===== config.mk =====
export PLATFORM = sky130hd
export DESIGN_NAME = umic_ctrl
export DESIGN_NICKNAME = d
export VERILOG_FILES = /design/src/include/umic_pkg.sv /design/src/verilog/umic_ctrl.sv
export SDC_FILE = /design/constraint.sdc
export NUM_CORES = 1
export LEC_CHECK = 0
export ABC_AREA = 1
export BUFFER_PORTS_ARGS = -buffer_cell sky130_fd_sc_hd__buf_2
export CAP_MARGIN = 15
export CORE_UTILIZATION = 49
export DETAILED_ROUTE_END_ITERATION = 10
export GPL_ROUTABILITY_DRIVEN = 0
export PLACE_DENSITY = 0.81
export SLEW_MARGIN = 25
export SYNTH_ARGS = -nofsm -noshare
export SYNTH_HDL_FRONTEND = slang
export SYNTH_SLANG_ARGS = --single-unit

===== constraint.sdc =====
create_clock -name clk_i -period 1.7 [get_ports clk_i]
set_clock_uncertainty 0.05 [all_clocks]
set_input_delay 0.255 -clock clk_i [delete_from_list [all_inputs] [get_ports clk_i]]
set_output_delay 0.255 -clock clk_i [all_outputs]
set_load 0.005 [all_outputs]

===== src/include/umic_pkg.sv =====
// Purpose: Shared constants of the modem and interrupt control block
// Assumes: Wishbone byte addresses, one 32-bit word per register
// Notes:   Data sits in bits 7:0, upper bits read as zero
package umic_pkg;
  // ==========================================================
  // Register map
  localparam int          ADR_W    = 6;
  localparam logic [5:0]  OFS_MLC  = 6'h00;  // modem_line_control
  localparam logic [5:0]  OFS_MLS  = 6'h04;  // modem_line_status
  localparam logic [5:0]  OFS_IEN  = 6'h08;  // interrupt_enables
  localparam logic [5:0]  OFS_ISI  = 6'h0C;  // interrupt_source_id
  localparam logic [5:0]  OFS_EFC  = 6'h10;  // enhanced_feature_control
  localparam logic [5:0]  OFS_FSC  = 6'h14;  // fifo_setup_control
  localparam logic [5:0]  OFS_FTR  = 6'h18;  // flow_threshold_register
  localparam logic [5:0]  OFS_TLR  = 6'h1C;  // trigger_level_register
  localparam logic [5:0]  OFS_FRS  = 6'h20;  // fifo_ready_status
  // ==========================================================
  // Field positions
  localparam int MLC_DTR  = 0;
  localparam int MLC_RTS  = 1;
  localparam int MLC_FRDY = 2;
  localparam int MLC_IRQ  = 3;
  localparam int MLC_LOOP = 4;
  localparam int MLC_XANY = 5;
  localparam int MLC_TACC = 6;
  localparam int MLC_DIV4 = 7;
  localparam int IEN_RHR  = 0;
  localparam int IEN_THR  = 1;
  localparam int IEN_LSE  = 2;
  localparam int IEN_MDM  = 3;
  localparam int IEN_SLP  = 4;
  localparam int IEN_XOF  = 5;
  localparam int IEN_RTS  = 6;
  localparam int IEN_CTS  = 7;
  localparam int EFC_EN   = 4;
  localparam int FSC_EN   = 0;
  // ==========================================================
  // Reset values
  localparam logic [7:0] MLC_RST = 8'h00;
  localparam logic [7:0] IEN_RST = 8'h00;
  localparam logic [7:0] LVL_RST = 8'h00;
  localparam logic [5:0] PIN_RST = 6'h3F;
  // ==========================================================
  // Source identification codes, bits 5:0
  localparam logic [5:0] ID_LSE  = 6'h06;
  localparam logic [5:0] ID_RTO  = 6'h0C;
  localparam logic [5:0] ID_RDA  = 6'h04;
  localparam logic [5:0] ID_THR  = 6'h02;
  localparam logic [5:0] ID_MDM  = 6'h00;
  localparam logic [5:0] ID_XOF  = 6'h10;
  localparam logic [5:0] ID_CRS  = 6'h20;
  localparam logic [5:0] ID_NONE = 6'h01;
  // ==========================================================
  // Prescaler
  localparam logic [1:0] DIV4_LAST = 2'h3;
endpackage : umic_pkg


===== src/verilog/umic_ctrl.sv =====
// Purpose: Modem control, modem status and interrupt logic of one channel
// Assumes: 125 MHz clk_i, synchronous active-high reset, Wishbone slave
// Notes:   Function
// Function
// RULE1 - Control bit 0 drives terminal-ready low when set; loopback feeds status bit 5
// RULE2 - Control bit 1 drives request-to-send low when set; auto flow overrides it
// RULE3 - Control bit 2 enables FIFO-ready status; loopback feeds status bit 6
// RULE4 - Control bit 3 enables interrupt pin driver; loopback feeds status bit 7
// RULE5 - Control bit 4 selects loopback: control 3:0 into status, transmit into receive
// RULE6 - Control bit 5 enables any-character resume
// RULE7 - Control bit 6 opens access to threshold and trigger-level registers
// RULE8 - Control bit 7 selects divide by four; loads inverse clock-select pin at reset
// RULE9 - Control bits 7:5 are written only while enhanced enable is set
// RULE10 - Status bits 0,1,3 set on input change, clear on status read
// RULE11 - Status bit 2 sets on ring input rising, clears on status read
// RULE12 - Status bits 7:4 show inverted inputs, or control bits 3,2,0,1 in loopback
// RULE13 - Enable bits 3:0 gate receive, transmit, line-status and modem interrupts
// RULE14 - Enable bit 4 is sleep; bits 5,6,7 gate stop-char, send-request, clear-to-send
// RULE15 - Enable bits 7:4 are written only while enhanced enable is set
// RULE16 - Re-enabling transmit interrupt below threshold raises a fresh one
// RULE17 - Interrupt output asserts whenever an enabled condition is pending
// RULE18 - Identification bit 0 is 0 while pending, 1 when idle
// RULE19 - Identification bits 7:6 mirror FIFO enable; register is read-only
// RULE20 - Identification bit 4 flags stop character, bit 5 flags line rise
// RULE21 - Codes 06 line error, 0C timeout, 04 data available
// RULE22 - Codes 02 transmit, 00 modem, 10 stop character, 20 line rise
// RULE23 - Highest priority pending source is reported; next follows once serviced
`timescale 1ns/1ps
module umic_ctrl (
  input  wire logic        clk_i,
  input  wire logic        rst_i,
  input  wire logic        wb_cyc_i,
  input  wire logic        wb_stb_i,
  input  wire logic        wb_we_i,
  input  wire logic [5:0]  wb_adr_i,
  input  wire logic [3:0]  wb_sel_i,
  input  wire logic [31:0] wb_dat_i,
  output logic      [31:0] wb_dat_o,
  output logic             wb_ack_o,
  input  wire logic        cts_n_i,
  input  wire logic        dsr_n_i,
  input  wire logic        ri_n_i,
  input  wire logic        cd_n_i,
  input  wire logic        rx_pin_i,
  input  wire logic        clk_sel_pin_i,
  output logic             dtr_n_o,
  output logic             rts_n_o,
  output logic             tx_pin_o,
  output logic             irq_o,
  output logic             irq_oe_n_o,
  input  wire logic        tx_serial_i,
  output logic             rx_serial_o,
  input  wire logic        auto_rts_en_i,
  input  wire logic        flow_rts_n_i,
  input  wire logic        line_err_i,
  input  wire logic        rx_timeout_i,
  input  wire logic        rx_avail_i,
  input  wire logic        tx_below_i,
  input  wire logic        thr_load_i,
  input  wire logic        xoff_det_i,
  input  wire logic [3:0]  fifo_ready_i,
  output logic             baud_ce_o,
  output logic             sleep_en_o,
  output logic             xon_any_o,
  output logic             fifo_en_o,
  output logic [7:0]       flow_threshold_o,
  output logic [7:0]       trigger_level_o
);
  // ==========================================================
  // Pin synchronisers: {clk_sel, rx, cd, ri, dsr, cts}
  logic [5:0] pin_meta;
  logic [5:0] pin_sync;
  // Not reset: the strap must reach the control bit while reset is held
  always_ff @(posedge clk_i) begin
    pin_meta <= {clk_sel_pin_i, rx_pin_i, cd_n_i, ri_n_i, dsr_n_i, cts_n_i};
    pin_sync <= pin_meta;
  end

  // ==========================================================
  // Register state
  logic [7:0] mlc;
  logic [7:0] ien;
  logic       enh_en;
  logic [3:0] delta;
  logic [3:0] prev_src;
  logic       thr_pend;
  logic       tx_below_q;
  logic       xoff_flag;
  logic       cts_flag;
  logic       rts_flag;
  logic       cts_q;
  logic       rts_q;
  logic [1:0] div_cnt;

  // ==========================================================
  // Bus decode; the slave answers one cycle after the request
  wire req     = wb_cyc_i & wb_stb_i;
  wire rd_take = req & ~wb_we_i & ~wb_ack_o;
  wire wr_fire = req & wb_we_i & wb_ack_o & wb_sel_i[0];
  wire hit_mlc = (wb_adr_i == umic_pkg::OFS_MLC);
  wire hit_mls = (wb_adr_i == umic_pkg::OFS_MLS);
  wire hit_ien = (wb_adr_i == umic_pkg::OFS_IEN);
  wire hit_isi = (wb_adr_i == umic_pkg::OFS_ISI);
  wire hit_efc = (wb_adr_i == umic_pkg::OFS_EFC);
  wire hit_fsc = (wb_adr_i == umic_pkg::OFS_FSC);
  wire hit_ftr = (wb_adr_i == umic_pkg::OFS_FTR);
  wire hit_tlr = (wb_adr_i == umic_pkg::OFS_TLR);
  wire hit_frs = (wb_adr_i == umic_pkg::OFS_FRS);
  wire [7:0] wdat  = wb_dat_i[7:0];
  wire       loop  = mlc[umic_pkg::MLC_LOOP];
  wire       lvl_ok = mlc[umic_pkg::MLC_TACC];                    // RULE7
  wire       lvl_wr = wr_fire & enh_en & lvl_ok;                  // RULE7

  // ==========================================================
  // Modem status: live levels {cd, ri, dsr, cts}, active high
  wire [3:0] pin_src = ~pin_sync[3:0];                            // RULE12
  wire [3:0] lb_src  = {mlc[umic_pkg::MLC_IRQ], mlc[umic_pkg::MLC_FRDY],
                        mlc[umic_pkg::MLC_DTR], mlc[umic_pkg::MLC_RTS]};
  wire [3:0] src     = loop ? lb_src : pin_src;                   // RULE5 RULE12
  // Ring sets only when its pin goes low to high, i.e. level falls
  wire [3:0] chg     = {src[3] ^ prev_src[3], ~src[2] & prev_src[2],
                        src[1] ^ prev_src[1], src[0] ^ prev_src[0]}; // RULE10 RULE11
  wire       msr_rd  = rd_take & hit_mls;
  wire [7:0] msr_val = {src, delta};

  // ==========================================================
  // Interrupt sources, highest priority first
  wire p_lse = line_err_i & ien[umic_pkg::IEN_LSE];               // RULE13
  wire p_rto = rx_timeout_i & ien[umic_pkg::IEN_RHR];             // RULE13
  wire p_rda = rx_avail_i & ien[umic_pkg::IEN_RHR];               // RULE13
  wire p_thr = thr_pend & ien[umic_pkg::IEN_THR];                 // RULE13
  wire p_mdm = (|delta) & ien[umic_pkg::IEN_MDM];                 // RULE13
  wire p_xof = xoff_flag & ien[umic_pkg::IEN_XOF];                // RULE14
  wire p_crs = (cts_flag & ien[umic_pkg::IEN_CTS]) |
               (rts_flag & ien[umic_pkg::IEN_RTS]);               // RULE14
  wire any_pend = p_lse | p_rto | p_rda | p_thr | p_mdm | p_xof | p_crs;
  // Fixed priority chain; a lower source shows once higher ones clear
  wire [5:0] id_code = p_lse ? umic_pkg::ID_LSE :                 // RULE21 RULE23
                       p_rto ? umic_pkg::ID_RTO :                 // RULE21
                       p_rda ? umic_pkg::ID_RDA :                 // RULE21
                       p_thr ? umic_pkg::ID_THR :                 // RULE22
                       p_mdm ? umic_pkg::ID_MDM :                 // RULE22
                       p_xof ? umic_pkg::ID_XOF :                 // RULE20 RULE22
                       p_crs ? umic_pkg::ID_CRS :                 // RULE20 RULE22
                               umic_pkg::ID_NONE;                 // RULE18
  wire [7:0] isi_val = {{2{fifo_en_o}}, id_code};                 // RULE19
  wire       isi_rd  = rd_take & hit_isi;
  // Reading the identification services the transient sources it names
  wire clr_thr = (isi_rd & (id_code == umic_pkg::ID_THR)) | thr_load_i;
  wire clr_xof = isi_rd & (id_code == umic_pkg::ID_XOF);
  wire clr_crs = isi_rd & (id_code == umic_pkg::ID_CRS);
  wire tx_rise = tx_below_i & ~tx_below_q;
  wire ien1_re = wr_fire & hit_ien & wdat[umic_pkg::IEN_THR] & ~ien[umic_pkg::IEN_THR];
  wire set_thr = tx_rise | (ien1_re & tx_below_i);                // RULE16
  wire cts_up  = pin_sync[0] & ~cts_q;                            // RULE20
  wire rts_up  = rts_n_o & ~rts_q;                                // RULE20

  // ==========================================================
  // Read multiplexer; unmapped or closed words read as zero
  wire [7:0] ftr_rd = lvl_ok ? flow_threshold_o : 8'h00;
  wire [7:0] tlr_rd = lvl_ok ? trigger_level_o : 8'h00;
  wire       frs_ok = mlc[umic_pkg::MLC_FRDY] & ~loop;            // RULE3
  wire [7:0] frs_rd = frs_ok ? {2'h0, fifo_ready_i[3:2], 2'h0, fifo_ready_i[1:0]} : 8'h00;
  wire [7:0] efc_rd = {3'h0, enh_en, 4'h0};
  wire [7:0] fsc_rd = {7'h00, fifo_en_o};
  wire [7:0] rd_mux = hit_mlc ? mlc :
                      hit_mls ? msr_val :
                      hit_ien ? ien :
                      hit_isi ? isi_val :
                      hit_efc ? efc_rd :
                      hit_fsc ? fsc_rd :
                      hit_ftr ? ftr_rd :
                      hit_tlr ? tlr_rd :
                      hit_frs ? frs_rd : 8'h00;

  // Ack and read data; read data is sampled at the taking edge
  always_ff @(posedge clk_i) begin
    if (rst_i) begin
      wb_ack_o <= 1'b0;
      wb_dat_o <= 32'h0000_0000;
    end else begin
      wb_ack_o <= req & ~wb_ack_o;
      if (rd_take) begin
        wb_dat_o <= {24'h00_0000, rd_mux};
      end
    end
  end

  // ==========================================================
  // Modem control; bits 7:5 guarded, bit 7 tracks the strap in reset
  always_ff @(posedge clk_i) begin
    if (rst_i) begin
      mlc <= {~pin_sync[5], umic_pkg::MLC_RST[6:0]};              // RULE8
    end else if (wr_fire & hit_mlc) begin
      mlc[4:0] <= wdat[4:0];
      if (enh_en) begin
        mlc[7:5] <= wdat[7:5];                                    // RULE9
      end
    end
  end

  // Interrupt enables; upper nibble guarded by enhanced enable
  always_ff @(posedge clk_i) begin
    if (rst_i) begin
      ien <= umic_pkg::IEN_RST;
    end else if (wr_fire & hit_ien) begin
      ien[3:0] <= wdat[3:0];                                      // RULE13
      if (enh_en) begin
        ien[7:4] <= wdat[7:4];                                    // RULE15
      end
    end
  end

  // Enhanced enable, FIFO enable and gated level registers
  always_ff @(posedge clk_i) begin
    if (rst_i) begin
      enh_en           <= 1'b0;
      fifo_en_o        <= 1'b0;
      flow_threshold_o <= umic_pkg::LVL_RST;
      trigger_level_o  <= umic_pkg::LVL_RST;
    end else begin
      if (wr_fire & hit_efc) begin
        enh_en <= wdat[umic_pkg::EFC_EN];
      end
      if (wr_fire & hit_fsc) begin
        fifo_en_o <= wdat[umic_pkg::FSC_EN];
      end
      if (lvl_wr & hit_ftr) begin
        flow_threshold_o <= wdat;                                 // RULE7
      end
      if (lvl_wr & hit_tlr) begin
        trigger_level_o <= wdat;                                  // RULE7
      end
    end
  end

  // ==========================================================
  // Delta bits: a change in the read cycle survives the clear
  always_ff @(posedge clk_i) begin
    if (rst_i) begin
      delta    <= 4'h0;
      prev_src <= 4'h0;
    end else begin
      prev_src <= src;
      delta    <= (delta & {4{~msr_rd}}) | chg;                   // RULE10 RULE11
    end
  end

  // Sticky interrupt flags; every set wins over its clear
  always_ff @(posedge clk_i) begin
    if (rst_i) begin
      thr_pend   <= 1'b0;
      tx_below_q <= 1'b0;
      xoff_flag  <= 1'b0;
      cts_flag   <= 1'b0;
      rts_flag   <= 1'b0;
      cts_q      <= 1'b1;
      rts_q      <= 1'b1;
    end else begin
      tx_below_q <= tx_below_i;
      cts_q      <= pin_sync[0];
      rts_q      <= rts_n_o;
      thr_pend   <= (thr_pend & ~clr_thr) | set_thr;              // RULE16
      xoff_flag  <= (xoff_flag & ~clr_xof) | xoff_det_i;          // RULE20
      cts_flag   <= (cts_flag & ~clr_crs) | cts_up;               // RULE20
      rts_flag   <= (rts_flag & ~clr_crs) | rts_up;               // RULE20
    end
  end

  // ==========================================================
  // Modem outputs, registered; loopback parks dtr_n_o and irq_oe_n_o inactive, and rts_n_o unless auto flow drives it
  always_ff @(posedge clk_i) begin
    if (rst_i) begin
      dtr_n_o    <= 1'b1;
      rts_n_o    <= 1'b1;
      irq_o      <= 1'b0;
      irq_oe_n_o <= 1'b1;
    end else begin
      dtr_n_o    <= loop | ~mlc[umic_pkg::MLC_DTR];               // RULE1
      rts_n_o    <= auto_rts_en_i ? flow_rts_n_i :                // RULE2
                    (loop | ~mlc[umic_pkg::MLC_RTS]);             // RULE2
      irq_o      <= any_pend;                                     // RULE17
      irq_oe_n_o <= ~mlc[umic_pkg::MLC_IRQ] | loop;               // RULE4
    end
  end

  // Serial loopback keeps the line idle while looped
  assign tx_pin_o    = loop ? 1'b1 : tx_serial_i;                 // RULE5
  assign rx_serial_o = loop ? tx_serial_i : pin_sync[4];          // RULE5
  assign sleep_en_o  = ien[umic_pkg::IEN_SLP];                    // RULE14
  assign xon_any_o   = mlc[umic_pkg::MLC_XANY];                   // RULE6

  // ==========================================================
  // Prescale enable: every cycle, or every fourth when divided
  always_ff @(posedge clk_i) begin
    if (rst_i) begin
      div_cnt   <= 2'h0;
      baud_ce_o <= 1'b0;
    end else begin
      div_cnt   <= 2'(div_cnt + 2'h1);
      baud_ce_o <= ~mlc[umic_pkg::MLC_DIV4] | (div_cnt == umic_pkg::DIV4_LAST); // RULE8
    end
  end
endmodule : umic_ctrl

== Yosys cells after proc, flatten, opt, wreduce, memory -nomap -nowiden ==
Index checks and enable logic that the tools add are counted.
Storage, ports and cells
  bits in registers: 77
  input port bits: 66
  output and inout port bits: 59
  logic and storage cells: 154
Operators by class
  add/sub/neg operators: 1
  eq/ne operators: 12
  multiplexer cells: 26
  bitwise logic cells: 80
  reductions and logical operators: 7
Operators by type and width (number)
  8-bit two-way mux: 12
  6-bit two-way mux: 9
  1-bit bitwise AND: 40
  6-bit by 5-bit equality test with 1-bit output, second input constant: 5
  1-bit inverter: 17
  1-bit bitwise OR: 17
  6-bit by 4-bit equality test with 1-bit output, second input constant: 2
  6-bit equality test, second input constant: 2
  6-bit by 2-bit equality test with 1-bit output, second input constant: 1
  6-bit by 3-bit equality test with 1-bit output, second input constant: 1
  6-bit logical NOT: 1
  2-bit AND reduction: 3
  4-bit bitwise AND: 1
  4-bit two-way mux: 1
  4-bit inverter: 1
  4-bit bitwise OR: 1
  2-bit nonzero test: 2
  4-bit OR reduction: 1
  1-bit two-way mux: 3
  3-bit two-way mux: 1
  1-bit XOR: 3
  2-bit by 1-bit adder with 2-bit output, second input constant: 1
  2-bit equality test, second input constant: 1

== Logic depth before layout (Yosys ltp) ==
Gate-level depths: netlist of run 1.
  depth after elaboration: 15
  depth in mapped cells: 11

== Worst setup path before layout of run 1 ==
Ideal clock, no wire load.
  path kind: input to register
  from: in wb_adr_i[1]
  to: reg wb_dat_o[0]
  data arrival time: 1.191 ns
  required time: 1.518 ns
  path slack: 0.326 ns
  cell stages on the path: 9
  path buffers: 0
  cell sequence: nor2_4 -> nand3_1 -> nor2_2 -> inv_1 -> or2_1 -> nand2_1 -> nand4_1 -> nand2_1 -> a21oi_1
Between the ends
  word-level cells in the longest chain between the ends: 10
Ends and longest elaborated chain
  start: declaration: RTL line umic_ctrl.sv:35  | input wire logic [5:0] wb_adr_i,
  6-bit equality test: RTL line umic_ctrl.sv:108  | wire hit_frs = (wb_adr_i == umic_pkg::OFS_FRS);
  6-bit two-way mux: RTL line umic_ctrl.sv:174  | hit_frs ? frs_rd : 8'h00;
  8-bit two-way mux: RTL line umic_ctrl.sv:173  | hit_tlr ? tlr_rd :
  8-bit two-way mux: RTL line umic_ctrl.sv:172  | hit_ftr ? ftr_rd :
  8-bit two-way mux: RTL line umic_ctrl.sv:171  | hit_fsc ? fsc_rd :
  8-bit two-way mux: RTL line umic_ctrl.sv:170  | hit_efc ? efc_rd :
  8-bit two-way mux: RTL line umic_ctrl.sv:169  | hit_isi ? isi_val :
  8-bit two-way mux: RTL line umic_ctrl.sv:168  | hit_ien ? ien :
  8-bit two-way mux: RTL line umic_ctrl.sv:167  | hit_mls ? msr_val :
  8-bit two-way mux (*): RTL line umic_ctrl.sv:166  | wire [7:0] rd_mux = hit_mlc ? mlc :
  end signal: assignment: RTL line umic_ctrl.sv:184  | wb_dat_o <= {24'h00_0000, rd_mux};
  end: declaration: RTL line umic_ctrl.sv:38  | output logic [31:0] wb_dat_o,
Every way passes the cells marked *; elsewhere a longest branch is shown, timed or not.
A chain may end at the register's enable or synchronous reset.

== Worst setup path in the final report of run 1 ==
  from: reg enh_en
  to: reg flow_threshold_o[6]
Between the ends
  word-level cells in the longest chain between the ends: 3
Ends and longest elaborated chain
  start: declaration: RTL line umic_ctrl.sv:83  | logic enh_en;
  start signal: assignment: RTL line umic_ctrl.sv:223  | enh_en <= wdat[umic_pkg::EFC_EN];
  1-bit bitwise AND (2 in a row): RTL line umic_ctrl.sv:112  | wire lvl_wr = wr_fire & enh_en & lvl_ok;
  1-bit bitwise AND: RTL line umic_ctrl.sv:228  | if (lvl_wr & hit_ftr) begin
  end signal: assignment: RTL line umic_ctrl.sv:219  | flow_threshold_o <= umic_pkg::LVL_RST;
  end signal: assignment: RTL line umic_ctrl.sv:229  | flow_threshold_o <= wdat;
  end: declaration: RTL line umic_ctrl.sv:66  | output logic [7:0] flow_threshold_o,
No other way between the ends.

==> results of run 1 <==
## tightest hold or removal path, stage by stage
cell	delay, ns
sky130_fd_sc_hd__buf_2	0.07
sky130_fd_sc_hd__inv_1	0.04
sky130_fd_sc_hd__nor2_1	0.07
## stage by stage
step                      cell area, um2  cells  setup TNS, ns  utilization (%)  worst slack (ns)
after CTS                           4177    668              0            61.14           0.05216
after floorplan                     3553    502              0                -            0.3264
after global routing                4189    668       -0.01055            61.32          -0.01055
after detailed placement            3892    646              0            56.98           0.01642
after global placement              3892    646              0            56.98            0.1122
final                               4189    668              0            61.32            0.1513
## synth_stat cells
library cell / n / area (um2)
sky130_fd_sc_hd__nand2_1: 96 / 360.4
sky130_fd_sc_hd__inv_2: 5 / 18.77
sky130_fd_sc_hd__buf_4: 24 / 180.2
sky130_fd_sc_hd__inv_1: 38 / 142.6
sky130_fd_sc_hd__nand2_2: 4 / 25.02
sky130_fd_sc_hd__buf_6: 1 / 11.26
sky130_fd_sc_hd__xor2_1: 1 / 8.760
sky130_fd_sc_hd__edfxtp_1: 1 / 30.03
sky130_fd_sc_hd__clkinv_1: 1 / 3.750
sky130_fd_sc_hd__ha_1: 1 / 12.51
sky130_fd_sc_hd__nand4_1: 9 / 56.30
sky130_fd_sc_hd__or2_1: 1 / 6.260
sky130_fd_sc_hd__nor3_2: 1 / 10.01
sky130_fd_sc_hd__a21oi_1: 44 / 220.2
sky130_fd_sc_hd__nand3_2: 2 / 20.02
sky130_fd_sc_hd__nor2_2: 4 / 25.02
sky130_fd_sc_hd__o22ai_1: 2 / 12.51
sky130_fd_sc_hd__dfxtp_1: 76 / 1521
sky130_fd_sc_hd__or2_0: 1 / 6.260
sky130_fd_sc_hd__o21ai_0: 43 / 215.2
sky130_fd_sc_hd__clkbuf_1: 6 / 22.52
sky130_fd_sc_hd__nand4_2: 1 / 12.51
sky130_fd_sc_hd__conb_1: 1 / 3.750
sky130_fd_sc_hd__nor2_1: 70 / 262.8
sky130_fd_sc_hd__nor3_1: 6 / 30.03
sky130_fd_sc_hd__o21ai_1: 2 / 10.01
sky130_fd_sc_hd__nor2_4: 6 / 67.56
sky130_fd_sc_hd__buf_2: 4 / 20.02
sky130_fd_sc_hd__or2_2: 3 / 18.77
sky130_fd_sc_hd__xnor2_1: 2 / 17.52
sky130_fd_sc_hd__nand3_1: 23 / 115.1
## metal layers
metal | vias up | wire, um | global-route usage (%)
met2 | 182 | 4266 | 41.13
met1 | 1549 | 3782 | 32.47
met3 | 34 | 691 | 4.909
met5 | - | 0 | 0
li1 | 1672 | - | -
met4 | 0 | 334 | 14.39
## sequential cells by signal, summed over array words and instances, names as in the netlist, 2 cells and up
register	cells
trigger_level_o	8
delta	4
pin_meta	6
div_cnt	2
prev_src	4
mlc	8
pin_sync	6
flow_threshold_o	8
ien	8
wb_dat_o	8
## final cells by class
class / instances / area [um2]
clock buffers: 11 / 141.4
inverters: 44 / 165.2
clock inverters: 5 / 82.58
well taps: 96 / 120.1
repair buffers: 89 / 513.0
flip-flops and latches: 77 / 1553
multi-input cells: 346 / 1614
fillers: 610 / 2643
## power groups by stage
stage                     Combinational, mW  Sequential (mW)  Clock [mW]
after global placement                0.235             1.92           0
after floorplan                       0.173             1.91           0
after global routing                  0.291             1.88        1.66
after detailed placement              0.241             1.92           0
final                                 0.259             1.88        1.56
after CTS                             0.254             1.88        1.58
## kinds of logic (layout without fill, tap and decap cells)
family          after synthesis  count (layout)
simple gates                227             227
compound gates               91              91
buf+inv                      79             149
other cells                   1              24
xor+xnor                      3               3
fa+ha+maj                     1               1
flops                        77              77
## final timing paths
kind | start | end | slack (ns) | cells after the start
setup / recovery | enh_en$_SDFFE_PP0P_ | flow_threshold_o[6]$_SDFFE_PP0P_ | 0.15 | 6
hold / removal | tx_below_i | tx_below_q$_SDFF_PP0_ | 0.07 | 3
setup reg to reg | enh_en$_SDFFE_PP0P_ | flow_threshold_o[6]$_SDFFE_PP0P_ | 0.15 | 6
hold reg to reg | pin_meta[2]$_DFF_P_ | pin_sync[2]$_DFF_P_ | 0.28 | 0
## what timing repair did
action	in CTS	in global routing
hold buffers	6	0
resized for setup	0	4
hold endpoints to repair	6	0
setup endpoints to repair	0	6
==> results.txt, run 1 <==
TritonCTS built the clock tree. The number of detailed-route iterations in the first pass came out at 5. The number of antenna repair diodes is 0. In the layout the commonest cells are 96 x sky130_fd_sc_hd__nand2_1, 75 x sky130_fd_sc_hd__dfxtp_1, 73 x sky130_fd_sc_hd__buf_2, 69 x sky130_fd_sc_hd__nor2_1, 44 x sky130_fd_sc_hd__a21oi_1.

The total grt overflow came out at 0. The tool flagged a number of max-cap violations equal to 0. The count of unique library cells instantiated by Yosys came out at 31. The final hold violation count came to 0. In this run the number of H-tree levels came out at 3. The number of buffers added by the clock tree synthesis step is 9. The maximum resistive drop on vdd came out at 0.7213 mV. The library cell used most frequently in the layout, excluding fill and tap cells, is sky130_fd_sc_hd__nand2_1. Of the total synthesized cell area, the portion taken by AND, OR, NAND and NOR gates is 29.30%. The wire length of the first global-routing pass came out at 14.51 mm.

The critical path goes through inv_1 > nor3_2 > nand2_2 > inv_1 > nor2_1 > nor2_1. The timing-limited maximum frequency is 645.7 MHz. The switching power as a share of total power came out at 23.59%.

In the routed design, unresolved DRC markers number 0. The initial utilization of the core area, before any placement, comes to 50.75%. The share of total power in combinational logic is 7.0%. The insertion delay of the later-clocked pin in the worst-skew pair came out at 0.36 ns.

The slew of the pin with the lowest slew margin is 0.5117 ns. The routed via count divided by cell count came out at 5.145. Across all hold checks on the routed design, the worst slack comes to 0.07199 ns.

The area of the die is 7416 um2. The number of global-route vias before repair came out at 3,027. The standard cell core area is 6832 um2. The fraction of layout cells with a size suffix above 1 is 22.20%. The DRC marker count from the first detailed-route iteration came out at 268. The total standard cell area after synthesis is 3467 um2. The register share of total power came out at 50.7%. The average footprint of a synthesized cell is 7.238 um2. The number of antenna violations at the first check in global routing came out at 0. The clock net in this run drives a total of 77 sinks. For the worst setup path, the data required time is 1.95 ns. In this run the worst path has a maximum fanout of 9. The adder-cell area share of the yosys netlist came out at 0.3609%. The routed layout has 3,437 vias. The clock transition at the registers of the reported paths came out at 0.08 ns. The die outline width came out at 86.12 um. The worst setup path is launched from a flip-flop.

The CTS root buffer is sky130_fd_sc_hd__clkbuf_8. The cell internal power dissipation came out at 2.828 mW. The area growth from synthesis to final layout is 20.82%.

Once detail routing completed, the nets flagged for antenna violations numbered 0. The cell count after synthesis is 479. On the worst path, the slowest cell contributes a delay of 0.42 ns. The final-report max-slew violation count was 0. The height of the chip is 86.12 um.

The pin count of the biggest net entering global routing came out at 38. Once the clock tree was built, the setup fixing pass inserted 0 buffers. After layout, the design draws a total of 3.701 mW. The complex-gate fraction of the synthesized area is 13.21%. The critical path is of the flip-flop to flip-flop type.

The xor-xnor portion of the synthesized cell area came out at 0.7578%. Summed over all nets, the half-perimeter wirelength after detailed placement is 6.551 mm. The count of buffers inserted at the top-level ports is 73.

The global-route total usage across every layer came out at 25.68%. The detailed-route wire length is 9.073 mm. The largest buffer count on any clock path came out at 2. Pin placement for this block handled 125 I/O pins.

For this run, the post-layout net count is 634. Grouping stages by cell kind, the critical path spends the most delay in simple AND/OR/NAND/NOR gates. The run finished with clean final reports.

The number of register bits inferred by synthesis is 77. Setup violations remaining at the end of the flow were counted as 0. Of the post-synthesis cell area, the part taken by muxes is 0%. The worst endpoint data arrival time came out at 1.80 ns. The ratio of total power to cell area is 883.6 nW/um2. The worst path uses 91.10% of the clock period. The dominant combinational cell family by area after synthesis is simple AND/OR/NAND/NOR gates. The yosys synthesis warning count came out at 0. The total net switching power is 0.8733 mW. The average detailed-routed wire length per instance came out at 13.58 um.

The final critical-path required period came out at 1.549 ns. The worst hold-check path type is primary input to flip-flop. The cell row count came out at 30. The sequential-to-total area share from yosys stat is 44.75%. The clock network burns 42.3% of the power. On the critical path, the stage with the largest delay is an instance of sky130_fd_sc_hd__dfxtp_1.

The worst slew margin relative to its limit is 65.53%. The worst setup path is captured at a flip-flop. The analysis attributes to cell leakage a power of 1.910 nW.

The buffer and inverter count on the worst path came out at 2.
(Power assumes the default switching activity.)
==> run 2, diff against run 1 <==
--- a/config.mk
+++ b/config.mk
@@ -8,10 +8,10 @@
 export ABC_AREA = 1
 export BUFFER_PORTS_ARGS = -buffer_cell sky130_fd_sc_hd__buf_2
 export CAP_MARGIN = 15
-export CORE_UTILIZATION = 49
+export CORE_UTILIZATION = 53
 export DETAILED_ROUTE_END_ITERATION = 10
 export GPL_ROUTABILITY_DRIVEN = 0
-export PLACE_DENSITY = 0.81
+export PLACE_DENSITY = 0.87
 export SLEW_MARGIN = 25
 export SYNTH_ARGS = -nofsm -noshare
 export SYNTH_HDL_FRONTEND = slang
==> constraint.sdc (replaced) <==
create_clock -name clk_i -period 1.9 [get_ports clk_i]
set_clock_uncertainty 0.05 [all_clocks]
set_input_delay 0.285 -clock clk_i [delete_from_list [all_inputs] [get_ports clk_i]]
set_output_delay 0.285 -clock clk_i [all_outputs]
set_load 0.005 [all_outputs]
==> results.txt, run 2 (same netlist as run 1, synthesis figures left out) <==
Subtracting the final worst setup slack from the clock period gives 1.636 ns. The clock share of power came out at 38.6%. The post-cts repair resize count is 0. The wire length of the first global-routing pass is 14.43 mm.

The DRC marker count from the first detailed-route iteration is 355. The largest buffer count on any clock path is 2. The number of fill cells came out at 552.

The final-report max-slew violation count came out at 0. Buffers inserted during clock tree synthesis total 9. After the flow finishes, the layout carries non-filler instances totaling 645. The sum of negative setup slack is 0 ns. CTS built an H-tree with a depth of 3. The area of the die is 6869 um2. The largest driver fanout on the critical path is 9. In the routed layout, each cell is associated on average with a via count of 5.296. The library cells used most frequently in the layout, excluding fill and tap cells, are 96 x sky130_fd_sc_hd__nand2_1, 76 x sky130_fd_sc_hd__dfxtp_1, 73 x sky130_fd_sc_hd__buf_2, 70 x sky130_fd_sc_hd__nor2_1, 44 x sky130_fd_sc_hd__a21oi_1. By startpoint and endpoint, the worst setup path is classified as flip-flop to flip-flop.

The multi-input logic area came out at 1603 um2. The worst path required time came out at 2.16 ns. The detailed-route wire length came out at 8.767 mm. The total placed cells including tap cells is 623. TritonCTS built the clock tree.

The path class of the tightest hold or removal check is primary input to flip-flop. The number of antenna repair diodes is 0. The switching power as a share of total power came out at 27.45%. The timing-limited maximum frequency is 611.3 MHz. Leaving out fill and tap cells, the most frequent cell in the layout is sky130_fd_sc_hd__nand2_1. In this run the critical register-to-register path is launched from mlc[6]$_SDFFE_PP0P_.

The initial core utilization came out at 54.60%. The clock transition at the registers of the reported paths came out at 0.08 ns. The global-route total usage across every layer came out at 26.34%.

Setup repair after global routing left no endpoint under its margin. The pin count of the biggest net entering global routing came out at 31. The estimated wirelength of the detail-placed design came out at 6.355 mm. The final critical path takes up 86.09% of the cycle. STA classifies the critical path endpoint as a flip-flop. The endpoint of the most critical setup path is flow_threshold_o[1]$_SDFFE_PP0P_. The number of global-route vias before repair is 3,116. The end of the worst register-to-register path is flow_threshold_o[1]$_SDFFE_PP0P_.

The cell leakage power is 1.862 nW. The worst endpoint data arrival time came out at 1.89 ns. In this run, flip-flops and latches consume 54.2% of the power. Setup violations remaining at the end of the flow were counted as 0.

The share of total power in combinational logic came out at 7.3%. The area growth from synthesis to final layout came out at 17.50%. The flow ran to the end, and the final reports show no timing, DRC or antenna violations. The final worst hold slack is 0.07464 ns. The total net switching power is 0.8515 mW. The DRC violations left is 0.

The standard cell core area came out at 6350 um2. The average detailed-routed wire length per instance is 13.59 um. For flop-to-flop paths, the worst setup slack is 0.26 ns. The height of the chip is 82.88 um.

The number of antenna-violating nets in the routed design came out at 0. The number of antenna violations at the first check in global routing is 0. The combined flip-flop and latch cell area is 1551 um2. The CTS root buffer is sky130_fd_sc_hd__clkbuf_8. The ratio of total power to cell area came out at 761.3 nW/um2. The net count of the finished layout is 630. The cell row count came out at 29. The insertion delay of the later-clocked pin in the worst-skew pair came out at 0.38 ns. The critical path starts at mlc[6]$_SDFFE_PP0P_. The fraction of layout cells with a size suffix above 1 came out at 21.30%. The cell internal power dissipation is 2.250 mW. The maximum resistive drop on vdd is 0.6396 mV.

The die outline width came out at 82.88 um. The total grt overflow is 0. During I/O placement, the number of pins put on the boundary was 125. The sink count of the clock tree is 77. The via count is 3,416.

Before antenna repair, the detailed router went through 5 iterations. Max-cap violations in this run came to 0. The startpoint type of the worst setup path is a flip-flop. The count of cells along the worst register-to-register path came out at 6. The final hold violation count came out at 0. Input and output buffers added on the ports amount to 73.
run 2: worst min path at each step:
stage / start / end / slack [ns] / cells after the start
floorplan: pin_meta[0]$_DFF_P_ / pin_sync[0]$_DFF_P_ / 0.26 / 0
global route: auto_rts_en_i / rts_n_o$_SDFF_PP1_ / 0.08 / 2
CTS: auto_rts_en_i / rts_n_o$_SDFF_PP1_ / 0.07 / 2
finish: auto_rts_en_i / rts_n_o$_SDFF_PP1_ / 0.07 / 2
global placement: pin_meta[5]$_DFF_P_ / pin_sync[5]$_DFF_P_ / 0.26 / 0
detailed placement: pin_meta[5]$_DFF_P_ / pin_sync[5]$_DFF_P_ / 0.26 / 0
run 2: power groups by stage:
stage	registers, mW	logic (mW)	clock network, mW
6_report	1.68	0.226	1.20
5_1_grt	1.68	0.252	1.28
4_1_cts	1.68	0.223	1.20
3_5_place_dp	1.72	0.211	0
3_3_place_gp	1.71	0.205	0
2_1_floorplan	1.71	0.155	0
run 2: cell type report:
class                           instances  share of cell area [%]
Tap cell                               77                   2.365
Sequential cell                        77                   38.08
Multi-Input combinational cell        346                   39.34
Clock buffer                            9                   3.041
Inverter                               44                   4.054
Timing Repair Buffer                   85                   11.55
Clock inverter                          7                   1.566
run 2: what timing repair did:
action	4_1_cts	5_1_grt
hold buffers	6	0
buffers inserted	0	0
endpoints found under the hold margin	6	0
run 2: worst max-delay path, cell delays in order (launching register included):
cell,delay [ns]
sky130_fd_sc_hd__dfxtp_1,0.50
sky130_fd_sc_hd__inv_1,0.15
sky130_fd_sc_hd__nor3_2,0.27
sky130_fd_sc_hd__nand2_2,0.17
sky130_fd_sc_hd__inv_1,0.24
sky130_fd_sc_hd__nor2_1,0.08
sky130_fd_sc_hd__nor2_1,0.12
run 2: stage by stage:
| step | util [%] | area [um2] | total power, mW | setup WS [ns] |
|---|---|---|---|---|
| 2_1_floorplan | - | 3553 | 1.866 | 0.4964 |
| 5_1_grt | 64.16 | 4074 | 3.212 | 0.1446 |
| 6_report | 64.16 | 4074 | 3.102 | 0.2642 |
| 3_3_place_gp | 60.26 | 3826 | 1.919 | 0.2038 |
| 3_5_place_dp | 60.26 | 3826 | 1.927 | 0.1919 |
| 4_1_cts | 64.16 | 4074 | 3.099 | 0.3039 |
run 2: per-layer routing:
| layer | part of all wire, % | GRT usage [%] |
|---|---|---|
| met2 | 48 | 42.55 |
| met3 | 7.9 | 6.859 |
| met4 | 2.3 | 11.44 |
| met1 | 42 | 33.23 |
| met5 | 0 | 0 |
